==> src/seq_params.svh <==
`ifndef SEQ_PARAMS_SVH
`define SEQ_PARAMS_SVH

// ****************************************
// Register byte offsets
// ****************************************
`define OFS_CTRL 8'h00
`define OFS_STATE 8'h04
`define OFS_IRQ_ST 8'h08
`define OFS_IRQ_MASK 8'h0C

// ****************************************
// Control fields and reset values
// ****************************************
`define CTRL_RUN_EN 0
`define CTRL_LATCH_CLR 1
`define RST_RUN_EN 1'b1
`define RST_IRQ_MASK 6'h00

// ****************************************
// Event bits in status and mask
// ****************************************
`define EV_W 6
`define EV_START 0
`define EV_UVLO 1
`define EV_LATCH 2
`define EV_BO_EXP 3
`define EV_HIGH 4
`define EV_LOW 5

// ****************************************
// Comparator flag positions
// ****************************************
`define FLAG_W 14
`define FL_VCC_INHIBIT 0
`define FL_VCC_START 1
`define FL_VCC_STOP 2
`define FL_VCC_SAVE 3
`define FL_VCC_OVP 4
`define FL_HV_SAVE_ON 5
`define FL_LINE_SAVE_ON 6
`define FL_BO_START 7
`define FL_BO_STOP 8
`define FL_DRV_DIS 9
`define FL_LINE_SEL 10
`define FL_PSM 11
`define FL_FAULT_AUTO 12
`define FL_FAULT_LATCH 13

// ****************************************
// Timing
// ****************************************
`define CLK_FREQ_MHZ 250
`define BO_TIME_US 54000
`define LH_TIME_US 300
`define HL_TIME_US 54000
`define TMR_W 24

`endif

==> src/seq_pkg.sv <==
`include "seq_params.svh"

package seq_pkg;
	// Sequencer states
	typedef enum logic [1:0] {
		ST_CHARGE = 2'b00,
		ST_RUN = 2'b01,
		ST_SAVE = 2'b10,
		ST_LATCH = 2'b11
	} seq_state_type;

	typedef logic [`FLAG_W-1:0] flag_vec_type;
	typedef logic [`TMR_W-1:0] tmr_type;
	typedef logic [`EV_W-1:0] ev_vec_type;
endpackage

==> src/flag_if.sv <==
`timescale 1ns/1ps

// Comparator flags before and after synchronisation
interface flag_if;
	seq_pkg::flag_vec_type raw;
	seq_pkg::flag_vec_type synced;

	modport sync_side (input raw, output synced);
	modport user_side (output raw, input synced);
endinterface

==> src/flag_sync.sv <==
`timescale 1ns/1ps

module flag_sync
	import seq_pkg::*;
(
	// Clock and reset
	input wire logic clk_sys,
	input wire logic rst_b,
	// Flags
	flag_if.sync_side fl
);
	flag_vec_type meta_q;
	flag_vec_type sync_q;

	// Two-stage synchroniser, first stage feeds only the second
	always_ff @(posedge clk_sys) begin
		if (!rst_b) begin
			meta_q <= '0;
			sync_q <= '0;
		end else begin
			meta_q <= fl.raw;
			sync_q <= meta_q;
		end
	end

	assign fl.synced = sync_q;
endmodule

==> src/supply_startup_brownout_line_sequencer.sv <==
// Function
// - Below inhibit, only reduced startup current
// - At start threshold: startups off, controller on
// - Below stop: stages off, startups on
// - Savings mode regulates supply at savings threshold
// - Savings charge only above path turn-on level
// - Leaving savings mode turns both startups on
// - Supply overvoltage with flyback on latches off
// - Fault disables; restart at start, faults cleared
// - Flyback needs brown-out start and start threshold
// - Line rising past brown-out start restarts startups
// - Line below brown-out stop starts timer
// - After timer, drive-disable level stops stages
// - Brown-out timer outlasts one missing mains cycle
// - Power-up selects low-line mode
// - Low-to-high timer expiry selects high line
// - After high-to-low, inhibit until brown-out stop
// - High-to-low timer runs below line select
// - High line: high gain, on time third
//
// Register access over Wishbone and the address map are this design's own decisions.
`timescale 1ns/1ps
`include "seq_params.svh"

module supply_startup_brownout_line_sequencer
	import seq_pkg::*;
#(
	parameter tmr_type BO_CYCLES = `TMR_W'(`BO_TIME_US * `CLK_FREQ_MHZ),
	parameter tmr_type LH_CYCLES = `TMR_W'(`LH_TIME_US * `CLK_FREQ_MHZ),
	parameter tmr_type HL_CYCLES = `TMR_W'(`HL_TIME_US * `CLK_FREQ_MHZ)
) (
	// Clock and reset
	input wire logic clk_sys,
	input wire logic rst_b,
	// Wishbone slave
	input wire logic cyc_i,
	input wire logic stb_i,
	input wire logic we_i,
	input wire logic [7:0] adr_i,
	input wire logic [3:0] sel_i,
	input wire logic [31:0] dat_i,
	output logic [31:0] dat_o,
	output logic ack_o,
	// Supply comparators
	input wire logic vcc_below_inhibit,
	input wire logic vcc_at_start,
	input wire logic vcc_below_stop,
	input wire logic vcc_below_savings,
	input wire logic vcc_above_ovp,
	// Startup input comparators
	input wire logic hv_above_savings_on,
	input wire logic line_above_savings_on,
	// Line-sense comparators
	input wire logic line_above_bo_start,
	input wire logic line_below_bo_stop,
	input wire logic line_below_drive_disable,
	input wire logic line_above_line_select,
	// Mode and faults
	input wire logic power_savings_mode,
	input wire logic fault_auto,
	input wire logic fault_latch,
	// Startup paths
	output logic startup_hv_en,
	output logic startup_line_en,
	output logic high_startup_current_en,
	// Stage enables
	output logic controller_en,
	output logic pfc_en,
	output logic flyback_en,
	// Line range
	output logic high_line_mode,
	output logic pfc_gain_high,
	output logic pfc_ontime_div3,
	// Interrupt
	output logic irq
);

	// ****************************************
	// Helpers
	// ****************************************

	// Saturating timer step
	function automatic tmr_type timer_next(input tmr_type cnt,
		input tmr_type lim);
		return (cnt == lim) ? cnt : cnt + `TMR_W'(1);
	endfunction

	// Byte-enable mask from sel
	function automatic logic [31:0] lane_mask(input logic [3:0] sel);
		return {{8{sel[3]}}, {8{sel[2]}}, {8{sel[1]}}, {8{sel[0]}}};
	endfunction

	// ****************************************
	// Flag synchronisation
	// ****************************************
	flag_if fl();
	flag_vec_type f;
	logic bo_start_prev_q;
	logic bo_rise;

	// Gather raw comparator flags
	always_comb begin
		fl.raw = '0;
		fl.raw[`FL_VCC_INHIBIT] = vcc_below_inhibit;
		fl.raw[`FL_VCC_START] = vcc_at_start;
		fl.raw[`FL_VCC_STOP] = vcc_below_stop;
		fl.raw[`FL_VCC_SAVE] = vcc_below_savings;
		fl.raw[`FL_VCC_OVP] = vcc_above_ovp;
		fl.raw[`FL_HV_SAVE_ON] = hv_above_savings_on;
		fl.raw[`FL_LINE_SAVE_ON] = line_above_savings_on;
		fl.raw[`FL_BO_START] = line_above_bo_start;
		fl.raw[`FL_BO_STOP] = line_below_bo_stop;
		fl.raw[`FL_DRV_DIS] = line_below_drive_disable;
		fl.raw[`FL_LINE_SEL] = line_above_line_select;
		fl.raw[`FL_PSM] = power_savings_mode;
		fl.raw[`FL_FAULT_AUTO] = fault_auto;
		fl.raw[`FL_FAULT_LATCH] = fault_latch;
	end

	flag_sync u_sync (
		.clk_sys(clk_sys),
		.rst_b(rst_b),
		.fl(fl.sync_side)
	);

	assign f = fl.synced;

	// Edge of the brown-out start flag
	always_ff @(posedge clk_sys) begin
		if (!rst_b) begin
			bo_start_prev_q <= 1'b0;
		end else begin
			bo_start_prev_q <= f[`FL_BO_START];
		end
	end

	assign bo_rise = f[`FL_BO_START] && !bo_start_prev_q;

	// ****************************************
	// Register bus
	// ****************************************
	logic ack_q;
	logic [31:0] dat_q;
	logic run_en_q;
	logic latch_clr_q;
	ev_vec_type irq_st_q;
	ev_vec_type irq_mask_q;
	ev_vec_type ev;
	logic irq_q;
	logic req;
	logic wr;
	logic [31:0] wd;
	logic [31:0] rd;

	assign req = cyc_i && stb_i && !ack_q;
	// Writes land at the edge where the master sees ack high
	assign wr = cyc_i && stb_i && ack_q && we_i;
	assign wd = dat_i & lane_mask(sel_i);

	// One-cycle acknowledge, writes land with it
	always_ff @(posedge clk_sys) begin
		if (!rst_b) begin
			ack_q <= 1'b0;
			dat_q <= 32'h0000_0000;
		end else begin
			ack_q <= req;
			if (req && !we_i) begin
				dat_q <= rd;
			end
		end
	end

	// Control register
	always_ff @(posedge clk_sys) begin
		if (!rst_b) begin
			run_en_q <= `RST_RUN_EN;
			latch_clr_q <= 1'b0;
		end else begin
			latch_clr_q <= wr && adr_i == `OFS_CTRL &&
				wd[`CTRL_LATCH_CLR];
			if (wr && adr_i == `OFS_CTRL && sel_i[0]) begin
				run_en_q <= dat_i[`CTRL_RUN_EN];
			end
		end
	end

	// Sticky status, write one to clear, set wins
	always_ff @(posedge clk_sys) begin
		if (!rst_b) begin
			irq_st_q <= '0;
			irq_mask_q <= `RST_IRQ_MASK;
			irq_q <= 1'b0;
		end else begin
			if (wr && adr_i == `OFS_IRQ_ST) begin
				irq_st_q <= (irq_st_q & ~wd[`EV_W-1:0]) | ev;
			end else begin
				irq_st_q <= irq_st_q | ev;
			end
			if (wr && adr_i == `OFS_IRQ_MASK && sel_i[0]) begin
				irq_mask_q <= dat_i[`EV_W-1:0];
			end
			irq_q <= |(irq_st_q & irq_mask_q);
		end
	end

	// ****************************************
	// Startup and stage sequencing
	// ****************************************
	seq_state_type state_q;
	seq_state_type state_d;
	logic ctl_q;
	logic ctl_d;
	logic hv_q;
	logic hv_d;
	logic ln_q;
	logic ln_d;
	logic hi_cur_q;
	logic fly_q;
	logic pfc_q;
	logic bo_ok_q;
	logic bo_exp_q;
	logic ev_start;
	logic ev_uvlo;
	logic ev_latch;

	// Next state and controller enable
	always_comb begin
		state_d = state_q;
		ctl_d = ctl_q;
		ev_start = 1'b0;
		ev_uvlo = 1'b0;
		ev_latch = 1'b0;
		unique case (state_q)
			ST_CHARGE: begin
				if (f[`FL_VCC_START] && run_en_q) begin
					state_d = ST_RUN;
					ctl_d = !f[`FL_FAULT_AUTO] &&
						!f[`FL_FAULT_LATCH];
					ev_start = ctl_d;
				end
			end
			ST_RUN: begin
				if (f[`FL_VCC_STOP]) begin
					state_d = ST_CHARGE;
					ctl_d = 1'b0;
					ev_uvlo = 1'b1;
				end else if (f[`FL_FAULT_LATCH] ||
					(fly_q && f[`FL_VCC_OVP])) begin
					state_d = ST_LATCH;
					ctl_d = 1'b0;
					ev_latch = 1'b1;
				end else if (f[`FL_PSM] && ctl_q) begin
					state_d = ST_SAVE;
					ctl_d = 1'b0;
				end else if (bo_rise && !fly_q) begin
					state_d = ST_CHARGE;
					ctl_d = 1'b0;
				end else if (f[`FL_FAULT_AUTO] || !run_en_q) begin
					ctl_d = 1'b0;
				end
			end
			ST_SAVE: begin
				if (!f[`FL_PSM] || f[`FL_VCC_STOP]) begin
					state_d = ST_CHARGE;
				end
			end
			ST_LATCH: begin
				if (latch_clr_q) begin
					state_d = ST_CHARGE;
				end
			end
		endcase
	end

	// Startup path requests for the next state
	always_comb begin
		hv_d = 1'b0;
		ln_d = 1'b0;
		unique case (state_d)
			ST_CHARGE: begin
				hv_d = 1'b1;
				ln_d = 1'b1;
			end
			ST_SAVE: begin
				hv_d = f[`FL_VCC_SAVE] &&
					f[`FL_HV_SAVE_ON];
				ln_d = f[`FL_VCC_SAVE] &&
					f[`FL_LINE_SAVE_ON];
			end
			ST_RUN: begin
				hv_d = 1'b0;
				ln_d = 1'b0;
			end
			ST_LATCH: begin
				hv_d = 1'b0;
				ln_d = 1'b0;
			end
		endcase
	end

	// State, controller and startup registers
	always_ff @(posedge clk_sys) begin
		if (!rst_b) begin
			state_q <= ST_CHARGE;
			ctl_q <= 1'b0;
			hv_q <= 1'b0;
			ln_q <= 1'b0;
			hi_cur_q <= 1'b0;
		end else begin
			state_q <= state_d;
			ctl_q <= ctl_d;
			hv_q <= hv_d;
			ln_q <= ln_d;
			hi_cur_q <= (hv_d || ln_d) &&
				!f[`FL_VCC_INHIBIT];
		end
	end

	// PFC and flyback stage enables
	always_ff @(posedge clk_sys) begin
		if (!rst_b) begin
			fly_q <= 1'b0;
			pfc_q <= 1'b0;
		end else begin
			fly_q <= ctl_d && state_d == ST_RUN &&
				bo_ok_q;
			pfc_q <= ctl_d && state_d == ST_RUN && bo_ok_q;
		end
	end

	// ****************************************
	// Brown-out detection
	// ****************************************
	tmr_type bo_cnt_q;

	// Timer runs while line is below the stop level
	always_ff @(posedge clk_sys) begin
		if (!rst_b) begin
			bo_cnt_q <= '0;
			bo_exp_q <= 1'b0;
		end else begin
			if (f[`FL_BO_STOP]) begin
				bo_cnt_q <= timer_next(bo_cnt_q, BO_CYCLES);
			end else begin
				bo_cnt_q <= '0;
			end
			bo_exp_q <= f[`FL_BO_STOP] &&
				bo_cnt_q == BO_CYCLES;
		end
	end

	// Line qualified for flyback operation
	always_ff @(posedge clk_sys) begin
		if (!rst_b) begin
			bo_ok_q <= 1'b0;
		end else if (f[`FL_BO_START]) begin
			bo_ok_q <= 1'b1;
		end else if (bo_exp_q && f[`FL_DRV_DIS]) begin
			bo_ok_q <= 1'b0;
		end
	end

	// ****************************************
	// Line range detection
	// ****************************************
	tmr_type lh_cnt_q;
	tmr_type hl_cnt_q;
	logic high_q;
	logic inhib_q;
	logic go_high;
	logic go_low;

	assign go_high = !high_q && lh_cnt_q == LH_CYCLES;
	assign go_low = high_q && hl_cnt_q == HL_CYCLES;

	// Low-to-high and high-to-low timers
	always_ff @(posedge clk_sys) begin
		if (!rst_b) begin
			lh_cnt_q <= '0;
			hl_cnt_q <= '0;
		end else begin
			if (f[`FL_LINE_SEL] && !high_q && !inhib_q) begin
				lh_cnt_q <= timer_next(lh_cnt_q, LH_CYCLES);
			end else begin
				lh_cnt_q <= '0;
			end
			if (high_q && !f[`FL_LINE_SEL]) begin
				hl_cnt_q <= timer_next(hl_cnt_q, HL_CYCLES);
			end else begin
				hl_cnt_q <= '0;
			end
		end
	end

	// Line mode and toggle inhibit
	always_ff @(posedge clk_sys) begin
		if (!rst_b) begin
			high_q <= 1'b0;
			inhib_q <= 1'b0;
		end else begin
			if (go_high) begin
				high_q <= 1'b1;
			end else if (go_low) begin
				high_q <= 1'b0;
			end
			if (go_low) begin
				inhib_q <= 1'b1;
			end else if (f[`FL_BO_STOP]) begin
				inhib_q <= 1'b0;
			end
		end
	end

	// ****************************************
	// Events and readback
	// ****************************************
	logic bo_exp_prev_q;

	always_ff @(posedge clk_sys) begin
		if (!rst_b) begin
			bo_exp_prev_q <= 1'b0;
		end else begin
			bo_exp_prev_q <= bo_exp_q;
		end
	end

	// Event vector
	always_comb begin
		ev = '0;
		ev[`EV_START] = ev_start;
		ev[`EV_UVLO] = ev_uvlo;
		ev[`EV_LATCH] = ev_latch;
		ev[`EV_BO_EXP] = bo_exp_q && !bo_exp_prev_q;
		ev[`EV_HIGH] = go_high;
		ev[`EV_LOW] = go_low;
	end

	// Read mux, unmapped reads as zero
	always_comb begin
		rd = 32'h0000_0000;
		unique case (adr_i)
			`OFS_CTRL: rd[`CTRL_RUN_EN] = run_en_q;
			`OFS_STATE: begin
				rd[1:0] = state_q;
				rd[2] = ctl_q;
				rd[3] = pfc_q;
				rd[4] = fly_q;
				rd[5] = high_q;
				rd[6] = bo_ok_q;
				rd[7] = bo_exp_q;
				rd[8] = inhib_q;
				rd[9] = hi_cur_q;
				rd[10] = hv_q;
				rd[11] = ln_q;
				rd[16+:`FLAG_W] = f;
			end
			`OFS_IRQ_ST: rd[`EV_W-1:0] = irq_st_q;
			`OFS_IRQ_MASK: rd[`EV_W-1:0] = irq_mask_q;
			default: rd = 32'h0000_0000;
		endcase
	end

	// ****************************************
	// Outputs
	// ****************************************
	assign dat_o = dat_q;
	assign ack_o = ack_q;
	assign startup_hv_en = hv_q;
	assign startup_line_en = ln_q;
	assign high_startup_current_en = hi_cur_q;
	assign controller_en = ctl_q;
	assign pfc_en = pfc_q;
	assign flyback_en = fly_q;
	assign high_line_mode = high_q;
	assign pfc_gain_high = high_q;
	assign pfc_ontime_div3 = high_q;
	assign irq = irq_q;
endmodule

==> config.mk <==
export PLATFORM = sky130hd
export DESIGN_NAME = supply_startup_brownout_line_sequencer
export DESIGN_NICKNAME = d
export VERILOG_FILES = /design/src/seq_pkg.sv /design/src/flag_if.sv /design/src/flag_sync.sv /design/src/supply_startup_brownout_line_sequencer.sv
export VERILOG_INCLUDE_DIRS = /design/src
export SDC_FILE = /design/constraint.sdc
export NUM_CORES = 1
export LEC_CHECK = 0
export BUFFER_PORTS_ARGS = -buffer_cell sky130_fd_sc_hd__buf_2
export CAP_MARGIN = 40
export CORE_UTILIZATION = 60
export CTS_BUF_LIST = sky130_fd_sc_hd__clkbuf_8 sky130_fd_sc_hd__clkbuf_16
export CTS_CLUSTER_SIZE = 40
export DETAILED_ROUTE_END_ITERATION = 12
export GPL_ROUTABILITY_DRIVEN = 1
export PLACE_DENSITY = 0.89
export SYNTH_ARGS = -nofsm -noshare
export SYNTH_HDL_FRONTEND = slang
export SYNTH_SLANG_ARGS = --single-unit
==> constraint.sdc <==
create_clock -name clk_sys -period 5.8 [get_ports clk_sys]
set_input_delay 1.16 -clock clk_sys [delete_from_list [all_inputs] [get_ports clk_sys]]
set_output_delay 1.16 -clock clk_sys [all_outputs]
set_load 0.1 [all_outputs]
==> impl_results.md <==
- Achievable frequency: 359 MHz
- Net switching power of the design: 0.535 mW
- Most common cell after layout, fill and taps aside: dfxtp_1
- CTS sink count: 155
- Worst Hold Path EP: u_sync.fl.synced[13]$_SDFF_PN0_
- Proportion of layout cells with a drive suffix above 1: 15.7%
- Clk pin slew, worst setup/hold paths: 60 ps
- Dominant register cell in the synthesized netlist: dfxtp_1
- Hold slack final: 442 ps
- Combined buffer and inverter count along the critical path: 1
- Total clock buffers created by CTS: 17
- Vias in the first global route: 5355
- Largest cells by area after synthesis: dfxtp_1, nor2_1, a21oi_1, and2_1, a22oi_1
- Part of the total power dissipated in combinational logic: 4.2%
- Slowest library cell on the worst path: dfxtp_1
- Leakage dissipation: 2.72 nW
- Inserted Diodes: 0
- Height of the die: 107 um
- Sort of element at the end of the critical path: output pin
- Post-CTS setup buffer count: 0
- Setup repair after global routing missed its margin: no
- Run status: complete, no violations
- Endpoints failing hold: 0
- Detailed Route WL: 15800 um
- Clk Tree Root Cell: clkbuf_8
- Minimum period implied by the final worst setup slack: 2790 ps
- Antenna violation net count after detailed routing: 0
- Overall Global Routing Usage: 27.7%
- Cells along the critical path: buf_2
- Delay-heaviest family, CP: flip-flops
- Number of register bits inferred by synthesis: 155
- Instance count along the most critical hold path: 1
- Syn Std Cell Area: 6640 um2
- Number of distinct standard cells referenced by the synthesized netlist: 57
- Number of input and output port buffers inserted: 70
- Finish-stage setup viols: 0
- Part of the total power dissipated in the clock network: 48.6%
- Fraction of registers with async set or reset after synthesis: 0%
- Via count: 5857
- Proportion of power drawn by flip-flops and latches: 47.2%
- Crit path largest cell delay: 580 ps
- Starting utilization of the core area: 61.5%
- Proportion of synthesized chip area in sequential cells: 46.7%
- H-tree depth: 4
- HP Start: u_sync.meta_q[13]$_SDFF_PN0_
- Largest net degree at the start of global routing: 46
- Drt first pass iters: 8
- Count of maximum capacitance violations: 0
- Post-synthesis cell type with the largest combined area: dfxtp_1
- Reg2reg start: lh_cnt_q[0]$_SDFFE_PN0P_
- Final worst path period share: 48.0%
- Clock tree from TritonCTS: done
- Total Die Area: 11500 um2
- Synth Warn #: 0
- Path type of the worst setup path: flop to output pin
- Worst-case clock skew: 5.50 ps
- Number of antenna violations at the first check in global routing: 0
- Count of flip-flops with a built-in enable after synthesis: 0
- PwrDens: 303 nW/um2
- Die span in x: 107 um
- Post-DP Area: 7010 um2
- Insertion delay of the later-clocked pin in the worst-skew pair: 530 ps
- Number of DRC markers in iteration 0: 531
- Total power of the final layout: 2.31 mW
- Number of nets in the final layout: 865
- Final HPWL from detailed placement: 10400 um
- Cell internal power dissipation: 1.77 mW
- Category of the worst setup path launch point: flop
- Worst path required time: 4640 ps
- Vias per cell: 6.17
- Count of mapped cells out of synthesis: 740
- Register-to-Register Setup Slack: 3540 ps
- Worst hold path type: flop to flop
- Total Negative Setup Slacks: 0 ps
- Reg2reg end: lh_cnt_q[20]$_SDFFE_PN0P_
- Quantity of gates resized following cts: 0
- Hold-fix buffers, CTS: 0
- Number of remaining DRC errors: 0
- Routed wirelength normalized by instance count: 16.7 um
- Actual slew at the worst max-slew pin: 930 ps
- Area of all placed cells without fillers: 7610 um2
- Most frequent cells in the layout: dfxtp_1, nor2_1, buf_2
- Depth of the most critical reg-to-reg path: 5
- Number of pins exceeding their max-slew limit in the final report: 0
- Proportion of total power due to net switching: 23.2%
- Slew margin rel.: 37.5%
- Ports: 106
- Buffer depth of the longest clock path: 2
- Largest vdd supply drop: 0.182 mV
- Global placer's final weighted congestion: 0.906
- Global-route wire length before repair: 25100 um
- Global route overflow: 0
- Total number of placement rows: 38
- WP data arrival: 1630 ps
- Avg Synthesized Cell Area: 8.98 um2
- Proportion of netlist area held by the largest area contributor: 46.7%
- # fillers: 772
- Synthesis-to-finish area growth: 14.6%
- Worst-path fanout max: 11
- Floorplan Core Area: 10800 um2
-- how the worst max path moves through the flow --
stage	startpoint	end	slack, ps	cells after the start
detailed placement	adr_i[1]	irq_st_q[2]$_SDFF_PN0_	2850	5
global route	high_line_mode$_SDFFE_PN0P_	pfc_gain_high	2960	1
floorplan	adr_i[1]	run_en_q$_SDFFE_PN1P_	3060	5
CTS	high_line_mode$_SDFFE_PN0P_	pfc_ontime_div3	3010	1
finish	high_line_mode$_SDFFE_PN0P_	pfc_ontime_div3	3010	1
global placement	rst_b	lh_cnt_q[23]$_SDFFE_PN0P_	2590	4
-- power by group through the flow --
stage                     Combinational (mW)  Sequential (mW)  Clock [mW]
after global routing                   0.103             1.09        1.17
after detailed placement              0.0952             1.11           0
after CTS                             0.0960             1.09        1.12
after global placement                0.0920             1.11           0
final                                 0.0972             1.09        1.12
after floorplan                       0.0557             1.13           0
-- cells by family after synthesis --
kind of cell,Yosys count,synth area share [%]
AO/OA/AOI/OAI,142,13.5
XOR/XNOR,33,4.35
adder cells (fa/ha/maj),6,1.13
buffers and inverters,64,4.48
flip-flops,155,46.7
multiplexers,12,2.09
other,1,0.0565
AND/OR/NAND/NOR,327,27.7
-- layout make-up --
type                       instances  area, um2  area share [%]
inverter                          22       82.6            1.08
multi-input combinational        526       3270            42.9
tap                              140        175            2.30
sequential                       155       3100            40.8
timing repair buffer              74        387            5.08
clock buffer                      18        428            5.62
clock inverter                    14        171            2.25
-- stage by stage --
| step | setup WS, ps | instances | util [%] |
|---|---|---|---|
| after floorplan | 3060 | 745 | - |
| after global routing | 2960 | 949 | 70.5 |
| after detailed placement | 2850 | 917 | 65.0 |
| after global placement | 2590 | 915 | 64.8 |
| final | 3010 | 949 | 70.5 |
| after CTS | 3010 | 949 | 70.5 |
-- synth_stat cells (all sizes together) (20+ instances only) --
cell and count:
nand4 29, nand2 39, a21oi 47, and2 37, nor3 23, or4 20
a22oi 29, inv 22, o21ai 27, nor2 71, xnor2 21, dfxtp 155
clkbuf 27, nand3 28
-- registers in the layout, indices dropped and copies added (netlist names), 2 cells and up --
signal            flops
dat_o                26
bo_cnt_q             24
hl_cnt_q             24
lh_cnt_q             24
u_sync.fl.synced     14
u_sync.meta_q        14
irq_mask_q            6
irq_st_q              6
state_q               2
-- routing by layer --
layer	wire length (um)	up-vias	part of all wire, %	global-route usage, %
met5	0	-	0	0
met4	275	0	1.7	11.3
met3	1200	33	7.6	5.47
met2	7600	287	48	45.7
met1	6760	2761	43	35.4
li1	-	2776	-	-
Note: power is estimated with default switching activity, not from simulation.
